`src/fcr_defs.svh`:
```
// constants of the fault flag and mask register block
`ifndef FCR_DEFS_SVH
`define FCR_DEFS_SVH

// ---------------------------------------------------------------
// serial slave
// ---------------------------------------------------------------
`define FCR_SLAVE_ADDR 7'h6A
`define FCR_BITS_PER_BYTE 4'h8

// ---------------------------------------------------------------
// register offsets and answers
// ---------------------------------------------------------------
`define FCR_OFS_FAULT 8'h01
`define FCR_OFS_TEMP 8'h02
`define FCR_UNMAPPED_DATA 8'hFF

// ---------------------------------------------------------------
// fault register fields
// ---------------------------------------------------------------
`define FCR_FLT_OV_BIT 7
`define FCR_FLT_UV_BIT 6
`define FCR_FLT_UVLO_BIT 5
`define FCR_FLT_OCP_BIT 4
`define FCR_FLT_MASK_RST 4'h0

// ---------------------------------------------------------------
// temperature control register fields
// ---------------------------------------------------------------
`define FCR_TMP_TSEN_BIT 7
`define FCR_TMP_CODE_HI 6
`define FCR_TMP_CODE_LO 5
`define FCR_TMP_ENINT_BIT 3
`define FCR_TMP_WAKEM_BIT 2
`define FCR_TMP_RSTM_BIT 1
`define FCR_TMP_TIMERM_BIT 0
`define FCR_TMP_TSEN_RST 1'h1
`define FCR_TMP_ENINT_RST 1'h1
`define FCR_TMP_MASK_RST 3'h0
`define FCR_TMP_RESERVED 1'h0

`endif

```
`src/fcr_pkg.sv`:
```
// types shared by the fault flag and mask register block
package fcr_pkg;

   // ---------------------------------------------------------------
   // serial slave states
   // ---------------------------------------------------------------
   typedef enum logic [3:0] {
      FCR_ST_IDLE = 4'h0,
      FCR_ST_ADDR = 4'h1,
      FCR_ST_ADDR_ACK = 4'h2,
      FCR_ST_PTR = 4'h3,
      FCR_ST_PTR_ACK = 4'h4,
      FCR_ST_WDATA = 4'h5,
      FCR_ST_WDATA_ACK = 4'h6,
      FCR_ST_RDATA = 4'h7,
      FCR_ST_RACK = 4'h8
   } fcr_state_t;

   // thermistor fault codes
   typedef enum logic [1:0] {
      FCR_TS_NORMAL = 2'h0,
      FCR_TS_COLD_HOT = 2'h1,
      FCR_TS_COOL = 2'h2,
      FCR_TS_WARM = 2'h3
   } fcr_ts_code_t;

endpackage

```
`src/fcr_reg_if.sv`:
```
// register access path between the serial slave and the register file
interface fcr_reg_if;
   logic wr_stb;
   logic rd_stb;
   logic [7:0] addr;
   logic [7:0] wdata;
   logic [7:0] rdata;

   modport master (
      output wr_stb,
      output rd_stb,
      output addr,
      output wdata,
      input rdata
   );

   modport slave (
      input wr_stb,
      input rd_stb,
      input addr,
      input wdata,
      output rdata
   );
endinterface

```
`src/fcr_regs.sv`:
```
// fault flags, masks, temperature control and interrupt pin
`include "fcr_defs.svh"

module fcr_regs
   import fcr_pkg::*;
(
   // clock and reset
   input wire logic clock,
   input wire logic rst_b,
   // register access
   fcr_reg_if.slave bus,
   // fault detectors
   input wire logic input_overvoltage_det,
   input wire logic input_below_sleep,
   input wire logic battery_low_lockout_det,
   input wire logic battery_overcurrent_evt,
   input wire fcr_ts_code_t thermistor_fault_code_in,
   // other interrupt sources, levels held by their owners
   input wire logic pushbutton_wake_pend,
   input wire logic pushbutton_reset_pend,
   input wire logic safety_timer_fault,
   input wire logic charge_status_pend,
   // outputs
   output logic int_b,
   output logic thermistor_sense_enable
);

   logic ov_q, uv_q, uvlo_q, ocp_q, uv_prev_q;
   logic [3:0] fmask_q;
   logic sense_en_q, en_int_q, wake_m_q, rst_m_q, timer_m_q;
   fcr_ts_code_t code_q;
   logic int_b_q;

   // ---------------------------------------------------------------
   // decode
   // ---------------------------------------------------------------
   wire sel_fault = (bus.addr == `FCR_OFS_FAULT);
   wire sel_temp = (bus.addr == `FCR_OFS_TEMP);
   wire rd_fault = bus.rd_stb && sel_fault;
   wire wr_fault = bus.wr_stb && sel_fault;
   wire wr_temp = bus.wr_stb && sel_temp;
   wire uv_rise = input_below_sleep && !uv_prev_q;
   wire [3:0] flags = {ov_q, uv_q, uvlo_q, ocp_q};
   wire [7:0] fault_word = {flags, fmask_q};
   wire [7:0] temp_word = {sense_en_q, code_q, `FCR_TMP_RESERVED, en_int_q, wake_m_q,
                           rst_m_q, timer_m_q};
   // unmapped offsets answer all ones
   assign bus.rdata = sel_fault ? fault_word : (sel_temp ? temp_word : `FCR_UNMAPPED_DATA);

   // a detector that is still active, or for undervoltage a new rise, wins over the clear by a read
   wire ov_d = input_overvoltage_det || (ov_q && !rd_fault);
   wire uv_d = uv_rise || (uv_q && !rd_fault);
   wire uvlo_d = battery_low_lockout_det || (uvlo_q && !rd_fault);
   wire ocp_d = battery_overcurrent_evt || (ocp_q && !rd_fault);

   // masked faults still show in their flags, only the pin is gated
   wire fault_int = |(flags & ~fmask_q);
   wire misc_int = (pushbutton_wake_pend && !wake_m_q)
      || (pushbutton_reset_pend && !rst_m_q)
      || (safety_timer_fault && !timer_m_q)
      || (charge_status_pend && en_int_q);
   wire int_b_d = !(fault_int || misc_int);

   // ---------------------------------------------------------------
   // flags
   // ---------------------------------------------------------------
   always_ff @(posedge clock) begin
      if (!rst_b) begin
         {ov_q, uv_q, uvlo_q, ocp_q, uv_prev_q} <= 5'h00;
      end else begin
         {ov_q, uv_q, uvlo_q, ocp_q} <= {ov_d, uv_d, uvlo_d, ocp_d};
         uv_prev_q <= input_below_sleep;
      end
   end

   // ---------------------------------------------------------------
   // software fields
   // ---------------------------------------------------------------
   always_ff @(posedge clock) begin
      if (!rst_b) begin
         fmask_q <= `FCR_FLT_MASK_RST;
      end else if (wr_fault) begin
         fmask_q <= bus.wdata[3:0];
      end
   end

   always_ff @(posedge clock) begin
      if (!rst_b) begin
         sense_en_q <= `FCR_TMP_TSEN_RST;
         en_int_q <= `FCR_TMP_ENINT_RST;
         {wake_m_q, rst_m_q, timer_m_q} <= `FCR_TMP_MASK_RST;
      end else if (wr_temp) begin
         sense_en_q <= bus.wdata[`FCR_TMP_TSEN_BIT];
         en_int_q <= bus.wdata[`FCR_TMP_ENINT_BIT];
         wake_m_q <= bus.wdata[`FCR_TMP_WAKEM_BIT];
         rst_m_q <= bus.wdata[`FCR_TMP_RSTM_BIT];
         timer_m_q <= bus.wdata[`FCR_TMP_TIMERM_BIT];
      end
   end

   // code is sampled so a read sees one stable value
   always_ff @(posedge clock) begin
      if (!rst_b) begin
         code_q <= FCR_TS_NORMAL;
         int_b_q <= 1'b1;
      end else begin
         code_q <= thermistor_fault_code_in;
         int_b_q <= int_b_d;
      end
   end

   assign int_b = int_b_q;
   assign thermistor_sense_enable = sense_en_q;

   // ---------------------------------------------------------------
   // checks
   // ---------------------------------------------------------------
   AST_OV_HOLD: assert property (@(posedge clock) disable iff (!rst_b)
      rd_fault && input_overvoltage_det |=> ov_q)
      else $error("overvoltage flag cleared while fault present");
   AST_UV_ONCE: assert property (@(posedge clock) disable iff (!rst_b)
      rd_fault && !uv_rise |=> !uv_q ##1 (!uv_q || $past(uv_rise)))
      else $error("undervoltage flag not cleared once by a read");
   AST_UVLO_HOLD: assert property (@(posedge clock) disable iff (!rst_b)
      battery_low_lockout_det |=> uvlo_q && bus.rdata[`FCR_FLT_UVLO_BIT] || !sel_fault)
      else $error("lockout flag lost while condition present");
   AST_OCP_CLEAR: assert property (@(posedge clock) disable iff (!rst_b)
      rd_fault && !battery_overcurrent_evt |=> !ocp_q)
      else $error("overcurrent flag survived a read");
   AST_RESET_VALUES: assert property (@(posedge clock)
      !rst_b |=> fmask_q == 4'h0 && sense_en_q && en_int_q && !wake_m_q && !rst_m_q && !timer_m_q)
      else $error("wrong reset value");
   AST_TS_WRITE: assert property (@(posedge clock) disable iff (!rst_b)
      wr_temp |=> thermistor_sense_enable == $past(bus.wdata[7]))
      else $error("thermistor enable not written");
   AST_CODE_READ: assert property (@(posedge clock) disable iff (!rst_b)
      sel_temp ##1 sel_temp |-> bus.rdata[6:5] == $past(thermistor_fault_code_in)
      && bus.rdata[4] == 1'b0)
      else $error("temperature code or reserved bit wrong");
   AST_UNMAPPED: assert property (@(posedge clock) disable iff (!rst_b)
      !sel_fault && !sel_temp |-> bus.rdata == 8'hFF)
      else $error("unmapped read not all ones");
   AST_INT_FAULT: assert property (@(posedge clock) disable iff (!rst_b)
      (|(flags & ~fmask_q)) |=> !int_b)
      else $error("unmasked fault did not assert the pin");
   AST_INT_QUIET: assert property (@(posedge clock) disable iff (!rst_b)
      !fault_int && !pushbutton_wake_pend && !pushbutton_reset_pend && !safety_timer_fault
      && charge_status_pend && !en_int_q |=> int_b)
      else $error("charge status reached the pin with the option off");
   AST_MASKS: assert property (@(posedge clock) disable iff (!rst_b)
      !fault_int && !pushbutton_wake_pend && !pushbutton_reset_pend && !charge_status_pend
      && safety_timer_fault && timer_m_q |=> int_b)
      else $error("masked timer fault reached the pin");

endmodule

```
`src/fcr_top.sv`:
```
// fault flag and mask registers behind a two-wire serial slave
//
// Behaviour
// - overvoltage flag bit 7 persists while present
// - undervoltage flag bit 6 set once, read clears
// - lockout flag bit 5 persists while present
// - overcurrent flag bit 4 cleared by read
// - fault register 0x01, low masks reset zero
// - bit 7 enables thermistor sense, resets on
// - read-only two-bit thermistor fault code
// - option bit adds charge status, resets one
// - bit 2 masks pushbutton wake interrupt
// - bit 1 masks pushbutton reset interrupt only
// - bit 0 masks safety timer interrupt
// - register 0x02 resets 1xxx1000, bit 4 reserved
// - seven-bit slave at address 6A
// - undefined register reads return all ones
`include "fcr_defs.svh"

module fcr_top
   import fcr_pkg::*;
(
   // clock and reset
   input wire logic clock,
   input wire logic rst_b,
   // serial pins
   input wire logic scl,
   input wire logic sda_in,
   output logic sda_out,
   output logic sda_oe_b,
   // fault detectors
   input wire logic input_overvoltage_det,
   input wire logic input_below_sleep,
   input wire logic battery_low_lockout_det,
   input wire logic battery_overcurrent_evt,
   input wire fcr_ts_code_t thermistor_fault_code_in,
   // other interrupt sources
   input wire logic pushbutton_wake_pend,
   input wire logic pushbutton_reset_pend,
   input wire logic safety_timer_fault,
   input wire logic charge_status_pend,
   // outputs
   output logic int_b,
   output logic thermistor_sense_enable
);

   fcr_reg_if rif ();

   fcr_state_t state_q, state_d;
   logic scl_q, sda_q;
   logic [3:0] cnt_q, cnt_d;
   logic [7:0] shift_q, shift_d;
   logic [7:0] tx_q, tx_d;
   logic [7:0] ptr_q, ptr_d;
   logic rw_q, rw_d;
   logic drive_q, drive_d;
   logic zero_q;
   logic oe_b_q;
   logic wr_stb, rd_stb;

   // ---------------------------------------------------------------
   // line events
   // ---------------------------------------------------------------
   // pins are synchronous; one stage of history gives the edges
   wire scl_rise = scl && !scl_q;
   wire scl_fall = !scl && scl_q;
   wire start_cond = scl && scl_q && sda_q && !sda_in;
   wire stop_cond = scl && scl_q && !sda_q && sda_in;
   wire byte_full = (cnt_q == `FCR_BITS_PER_BYTE);
   wire addr_hit = (shift_q[7:1] == `FCR_SLAVE_ADDR);
   wire [3:0] cnt_inc = cnt_q + 4'h1;
   wire [7:0] ptr_inc = ptr_q + 8'h01;
   wire master_ack = !sda_in;

   // ---------------------------------------------------------------
   // next state
   // ---------------------------------------------------------------
   always_comb begin
      state_d = state_q;
      cnt_d = cnt_q;
      shift_d = shift_q;
      tx_d = tx_q;
      ptr_d = ptr_q;
      rw_d = rw_q;
      drive_d = drive_q;
      wr_stb = 1'b0;
      rd_stb = 1'b0;
      if (start_cond) begin
         // repeated start keeps the register pointer
         state_d = FCR_ST_ADDR;
         cnt_d = 4'h0;
         drive_d = 1'b0;
      end else if (stop_cond) begin
         state_d = FCR_ST_IDLE;
         drive_d = 1'b0;
      end else begin
         unique case (state_q)
            FCR_ST_IDLE: begin
               drive_d = 1'b0;
            end
            FCR_ST_ADDR, FCR_ST_PTR, FCR_ST_WDATA: begin
               if (scl_rise && !byte_full) begin
                  shift_d = {shift_q[6:0], sda_in};
                  cnt_d = cnt_inc;
               end else if (scl_fall && byte_full) begin
                  cnt_d = 4'h0;
                  if (state_q == FCR_ST_ADDR) begin
                     if (addr_hit) begin
                        rw_d = shift_q[0];
                        drive_d = 1'b1;
                        state_d = FCR_ST_ADDR_ACK;
                     end else begin
                        state_d = FCR_ST_IDLE;
                     end
                  end else if (state_q == FCR_ST_PTR) begin
                     ptr_d = shift_q;
                     drive_d = 1'b1;
                     state_d = FCR_ST_PTR_ACK;
                  end else begin
                     // writes to offsets this block does not hold are dropped
                     wr_stb = 1'b1;
                     ptr_d = ptr_inc;
                     drive_d = 1'b1;
                     state_d = FCR_ST_WDATA_ACK;
                  end
               end
            end
            FCR_ST_ADDR_ACK: begin
               if (scl_fall) begin
                  if (rw_q) begin
                     // the read strobe clears read-sensitive flags as the byte is taken
                     rd_stb = 1'b1;
                     tx_d = rif.rdata;
                     drive_d = !rif.rdata[7];
                     ptr_d = ptr_inc;
                     state_d = FCR_ST_RDATA;
                  end else begin
                     drive_d = 1'b0;
                     state_d = FCR_ST_PTR;
                  end
               end
            end
            FCR_ST_PTR_ACK: begin
               if (scl_fall) begin
                  drive_d = 1'b0;
                  state_d = FCR_ST_WDATA;
               end
            end
            FCR_ST_WDATA_ACK: begin
               if (scl_fall) begin
                  drive_d = 1'b0;
                  state_d = FCR_ST_WDATA;
               end
            end
            FCR_ST_RDATA: begin
               // bit 7 went out at the load; each of the next seven falls moves one bit on, the eighth releases the line
               if (scl_rise) begin
                  cnt_d = cnt_inc;
               end else if (scl_fall) begin
                  if (byte_full) begin
                     drive_d = 1'b0;
                     cnt_d = 4'h0;
                     state_d = FCR_ST_RACK;
                  end else begin
                     tx_d = {tx_q[6:0], 1'b0};
                     drive_d = !tx_q[6];
                  end
               end
            end
            FCR_ST_RACK: begin
               if (scl_rise) begin
                  // a not-acknowledge ends the read; wait for stop
                  if (!master_ack) begin
                     state_d = FCR_ST_IDLE;
                  end
               end else if (scl_fall) begin
                  rd_stb = 1'b1;
                  tx_d = rif.rdata;
                  drive_d = !rif.rdata[7];
                  ptr_d = ptr_inc;
                  state_d = FCR_ST_RDATA;
               end
            end
            default: begin
               state_d = FCR_ST_IDLE;
               drive_d = 1'b0;
            end
         endcase
      end
   end

   // ---------------------------------------------------------------
   // state registers
   // ---------------------------------------------------------------
   always_ff @(posedge clock) begin
      if (!rst_b) begin
         state_q <= FCR_ST_IDLE;
         cnt_q <= 4'h0;
         shift_q <= 8'h00;
         tx_q <= 8'h00;
         ptr_q <= 8'h00;
         rw_q <= 1'b0;
         drive_q <= 1'b0;
      end else begin
         state_q <= state_d;
         cnt_q <= cnt_d;
         shift_q <= shift_d;
         tx_q <= tx_d;
         ptr_q <= ptr_d;
         rw_q <= rw_d;
         drive_q <= drive_d;
      end
   end

   // idle bus is high on both lines
   always_ff @(posedge clock) begin
      if (!rst_b) begin
         scl_q <= 1'b1;
         sda_q <= 1'b1;
         zero_q <= 1'b0;
      end else begin
         scl_q <= scl;
         sda_q <= sda_in;
         zero_q <= 1'b0;
      end
   end

   // the enable has its own flop so no gate sits between register and pin;
   // it always holds the inverse of drive_q
   always_ff @(posedge clock) begin
      if (!rst_b) begin
         oe_b_q <= 1'b1;
      end else begin
         oe_b_q <= !drive_d;
      end
   end

   // open drain: the pin only ever pulls low
   assign sda_out = zero_q;
   assign sda_oe_b = oe_b_q;

   // ---------------------------------------------------------------
   // register file
   // ---------------------------------------------------------------
   assign rif.wr_stb = wr_stb;
   assign rif.rd_stb = rd_stb;
   assign rif.addr = ptr_q;
   assign rif.wdata = shift_q;

   fcr_regs u_regs (
      .clock(clock),
      .rst_b(rst_b),
      .bus(rif.slave),
      .input_overvoltage_det(input_overvoltage_det),
      .input_below_sleep(input_below_sleep),
      .battery_low_lockout_det(battery_low_lockout_det),
      .battery_overcurrent_evt(battery_overcurrent_evt),
      .thermistor_fault_code_in(thermistor_fault_code_in),
      .pushbutton_wake_pend(pushbutton_wake_pend),
      .pushbutton_reset_pend(pushbutton_reset_pend),
      .safety_timer_fault(safety_timer_fault),
      .charge_status_pend(charge_status_pend),
      .int_b(int_b),
      .thermistor_sense_enable(thermistor_sense_enable)
   );

   // ---------------------------------------------------------------
   // checks
   // ---------------------------------------------------------------
   AST_ADDR_ACK: assert property (@(posedge clock) disable iff (!rst_b)
      state_q == FCR_ST_ADDR && scl_fall && byte_full && addr_hit && !start_cond
      && !stop_cond |=> !sda_oe_b && state_q == FCR_ST_ADDR_ACK)
      else $error("own address not acknowledged");
   AST_ADDR_MISS: assert property (@(posedge clock) disable iff (!rst_b)
      state_q == FCR_ST_ADDR && scl_fall && byte_full && !addr_hit && !start_cond
      && !stop_cond |=> sda_oe_b && state_q == FCR_ST_IDLE)
      else $error("foreign address acknowledged");
   AST_RELEASE_STOP: assert property (@(posedge clock) disable iff (!rst_b)
      stop_cond |=> sda_oe_b ##1 sda_oe_b)
      else $error("line held after stop");
   // a start or stop in the same cycle wins, so those cycles are left out below
   AST_START_RESYNC: assert property (@(posedge clock) disable iff (!rst_b)
      start_cond |=> state_q == FCR_ST_ADDR && cnt_q == 4'h0 && sda_oe_b)
      else $error("start did not restart the address phase");
   AST_PTR_ACK: assert property (@(posedge clock) disable iff (!rst_b)
      state_q == FCR_ST_PTR && scl_fall && byte_full && !start_cond && !stop_cond
      |=> !sda_oe_b && ptr_q == $past(shift_q))
      else $error("pointer byte not taken or not acknowledged");
   AST_DATA_ACK: assert property (@(posedge clock) disable iff (!rst_b)
      state_q == FCR_ST_WDATA && scl_fall && byte_full && !start_cond && !stop_cond
      |-> rif.wr_stb ##1 !sda_oe_b)
      else $error("data byte not written or not acknowledged");
   AST_READ_FIRST: assert property (@(posedge clock) disable iff (!rst_b)
      state_q == FCR_ST_ADDR_ACK && rw_q && scl_fall && !start_cond && !stop_cond
      |=> sda_oe_b == $past(rif.rdata[7]))
      else $error("first read bit does not match the register");
   AST_NACK_IDLE: assert property (@(posedge clock) disable iff (!rst_b)
      state_q == FCR_ST_RACK && scl_rise && !master_ack && !start_cond && !stop_cond
      |=> state_q == FCR_ST_IDLE && sda_oe_b)
      else $error("read went on after a not-acknowledge");

endmodule

```
`config.mk`:
```
export PLATFORM = sky130hd
export DESIGN_NAME = fcr_top
export DESIGN_NICKNAME = d
export VERILOG_FILES = /design/src/fcr_pkg.sv /design/src/fcr_reg_if.sv /design/src/fcr_regs.sv /design/src/fcr_top.sv
export VERILOG_INCLUDE_DIRS = /design/src
export SDC_FILE = /design/constraint.sdc
export NUM_CORES = 1
export LEC_CHECK = 0
export BUFFER_PORTS_ARGS = -buffer_cell sky130_fd_sc_hd__buf_4
export CORE_MARGIN = 5
export CORE_UTILIZATION = 40
export DETAILED_ROUTE_END_ITERATION = 7
export GPL_TIMING_DRIVEN = 0
export PLACE_DENSITY = 0.54
export SLEW_MARGIN = 20
export SYNTH_ARGS = -nofsm -noshare
export SYNTH_HDL_FRONTEND = slang
export SYNTH_SLANG_ARGS = --single-unit
```
`constraint.sdc`:
```
create_clock -name clock -period 4 [get_ports clock]
set_input_delay 0.8 -clock clock [delete_from_list [all_inputs] [get_ports clock]]
set_output_delay 0.8 -clock clock [all_outputs]
set_load 0.1 [all_outputs]
```
==> metrics.yaml <==
status:
  status: "completed"
cts:
  clock_path_buffers: 2
  cts_setup_buffers: 0
  cts.htree.levels: 2
  cts.repair.resized: 0
  path_clk_slew_ns: 0.11
  root_buffer: "clkbuf_8"
  clk_latency_ns: 0.31
  tritoncts: "done"
  clock-sinks: 53
  hold_buffers: 0
  cts_buffers: 5
sta:
  slew_headroom: 0.575
  worst_pin_slew_ns: 0.638
  finalHoldViolations: 0
  report.final.slew_viol_count: 0
  skew_ns: 0.0106
  tns_ns: 0
  setup_ws_ns: 1.29
  setup_viol: 0
  fmax_mhz: 368
  rsz0062_at_grt: "false"
  fin_crit_sh: 0.679
  fin_crit_ns: 2.71
  hold_ws_ns: 0.456
setup_path:
  crit_path_top_delay_cell: "a221o_1"
  worst-path-buf-inv: 4
  required_ns: 4.22
  critPathKind: "in2reg"
  timing.rr.start: "scl_q"
  critPathMaxFanout: 10
  path_cells: "buf_4, inv_1, ha_1, buf_2, nand4b_1, a211o_1, a221o_1, buf_2, o32ai_1"
  worstPathArrival_ns: 2.93
  startpoint_type: "input pin"
  path_delay_family: "compound AO/OA/AOI/OAI gates"
  startpoint: "scl"
  cpMostUsedCell: "buf_2"
  cp-end-kind: "flop"
  worst_path_largest_cell_delay_ns: 0.44
synth:
  synth_top_area_cell: "dfxtp_1"
  yosys.area.top_type_share: 0.352
  netlist_instances: 369
  syn-num-nets: 392
  async_flop_share: 0
  seq_area_frac_synth: 0.352
  netlist_area_mm2: 0.00301
  yosys-top-cells-area: "dfxtp_1 (35%), mux2i_1 (7.0%), nor2_1 (5.2%), nand2_1 (4.2%), ha_1 (3.7%)"
  synth-edff-count: 0
  yosys_warnings: 0
  ys_ff_latch: 53
  syn-mean-instance-area_um2: 8.16
  synth_common_cells: "dfxtp_1 (53), nor2_1 (42), nand2_1 (34)"
  ys_types: 64
  synth-main-ff-cell: "dfxtp_1"
  yosysMostFrequentCell: "dfxtp_1"
grt:
  grtUsageMet1: 0.229
  gr-total-overflow: 0
  use_met2: 0.262
  grt_pass1_wl_um: 13000
  track_usage: 0.167
  antenna_found_initial: 0
  grt_pass1_vias: 2567
  grt_max_degree: 19
  use_met3: 0.0374
  busiest_layer: "met2"
place:
  place_area_mm2: 0.00325
  place_congestion: 0.919
  dp_slack_ns: 0.998
  hpwlAfterDp_um: 5690
  dpl.cell_count: 483
  port_buffers: 15
floorplan:
  die-area_mm2: 0.00936
  start_util: 0.413
  dieHeight_um: 96.8
  fp-row-count: 31
  fp.dieW_um: 96.8
  num_io_pins: 18
  core_mm2: 0.00729
power:
  ir_worst_vdd_mv: 0.134
  power_density_mw_per_mm2: 282
  p_leak_uw: 0.00134
drt:
  wl_um: 7780
  viasPerCell: 5.57
  drtAntennaViolNets: 0
  drc: 0
  routedWlPerCell_um: 15.8
  dr.pass1.iters: 4
  num_vias: 2734
  drtIter0Drc: 229
finish:
  drive_gt1_frac: 0.110
  synthToLayoutAreaGrowth_pct: 11.0
  diodes: 0
  final_nets: 414
  finalNonFillerCells: 491
  fin_area_mm2: 0.00334
  fillers: 780
worst_hold_path:
  hp-start: "tx_q[3]"
  hold_path.class: "reg2reg"
run:
  cap_violations: 0
-- cells in the final DEF, fill, tap and decap left out, types with 7 or more instances in the layout --
cell type	n
o21ai_1	12
nand2_1	34
buf_2	12
dfxtp_1	53
nor2b_1	7
nand3_1	12
nor3_1	7
a21oi_1	19
o2111ai_1	7
clkbuf_1	11
ha_1	9
inv_1	19
mux2i_1	21
nor2_1	42
nand2b_1	8
buf_4	17
nand4_1	9
-- where the power goes --
part	leakage, uW	internal [uW]	total (uW)	switching (uW)
Sequential	0.000430	534	539	4.50
Combinational	0.000868	28.1	81.8	53.6
Clock	0.0000447	127	321	194
-- area by class of cell --
cell class / instances / area [um^2] / area share
Clock inverter: 3 / 25.0 / 0.00749
Buffer: 26 / 120 / 0.0359
Multi-Input combinational cell: 270 / 1760 / 0.525
Timing Repair Buffer: 15 / 113 / 0.0337
Sequential cell: 53 / 1060 / 0.317
Tap cell: 99 / 124 / 0.0371
Clock buffer: 5 / 68.8 / 0.0206
Inverter: 20 / 75.1 / 0.0225
-- path summary, 6_finish.rpt --
kind / slack [ns] / depth (start not counted) / end
setup / recovery: 1.29 / 9 / ptr_q[6]
hold / removal: 0.46 / 2 / tx_q[3]
setup reg to reg: 1.58 / 7 / ptr_q[6]
hold reg to reg: 0.46 / 2 / tx_q[3]
-- kinds of logic after synthesis --
family | count (synthesis) | share of synthesized area
other | 1 | 0.00125
buffers and inverters | 46 | 0.0648
muxes | 21 | 0.0698
AOI/OAI and AO/OA | 88 | 0.208
adders and majority gates | 9 | 0.0374
DFF | 53 | 0.352
xor gates and xnor gates | 2 | 0.00582
and+or+nand+nor | 149 | 0.260
-- flip-flops by register name, summed over array words and instances, names as in the netlist --
name,count
ptr_q,8
rif.wdata,8
tx_q,7
cnt_q,4
state_q,4
u_regs.fmask_q,4
u_regs.code_q,2
drive_q,1
rw_q,1
scl_q,1
sda_oe_b,1
sda_q,1
u_regs.en_int_q,1
u_regs.int_b,1
u_regs.ocp_q,1
u_regs.ov_q,1
u_regs.rst_m_q,1
u_regs.thermistor_sense_enable,1
u_regs.timer_m_q,1
u_regs.uv_prev_q,1
u_regs.uv_q,1
u_regs.uvlo_q,1
u_regs.wake_m_q,1
-- per-layer routing --
layer	vias to the layer above	routed length (um)
li1	1376	-
met1	1290	3630
met2	60	3570
met3	8	459
met4	0	112
met5	-	0
-- stage by stage --
stage	total power, uW	utilization
final	942	0.458
after global routing	987	0.458
after CTS	957	0.458
after detailed placement	633	0.445
after global placement	633	0.445
after floorplan	604	-
-- tightest hold or removal path, delay by kind of cell, from the launching register on --
family          cells  cell delay, ns
simple gates        1            0.05
compound gates      1            0.05
flops               1            0.33
Power figures use the tool's default switching activity.
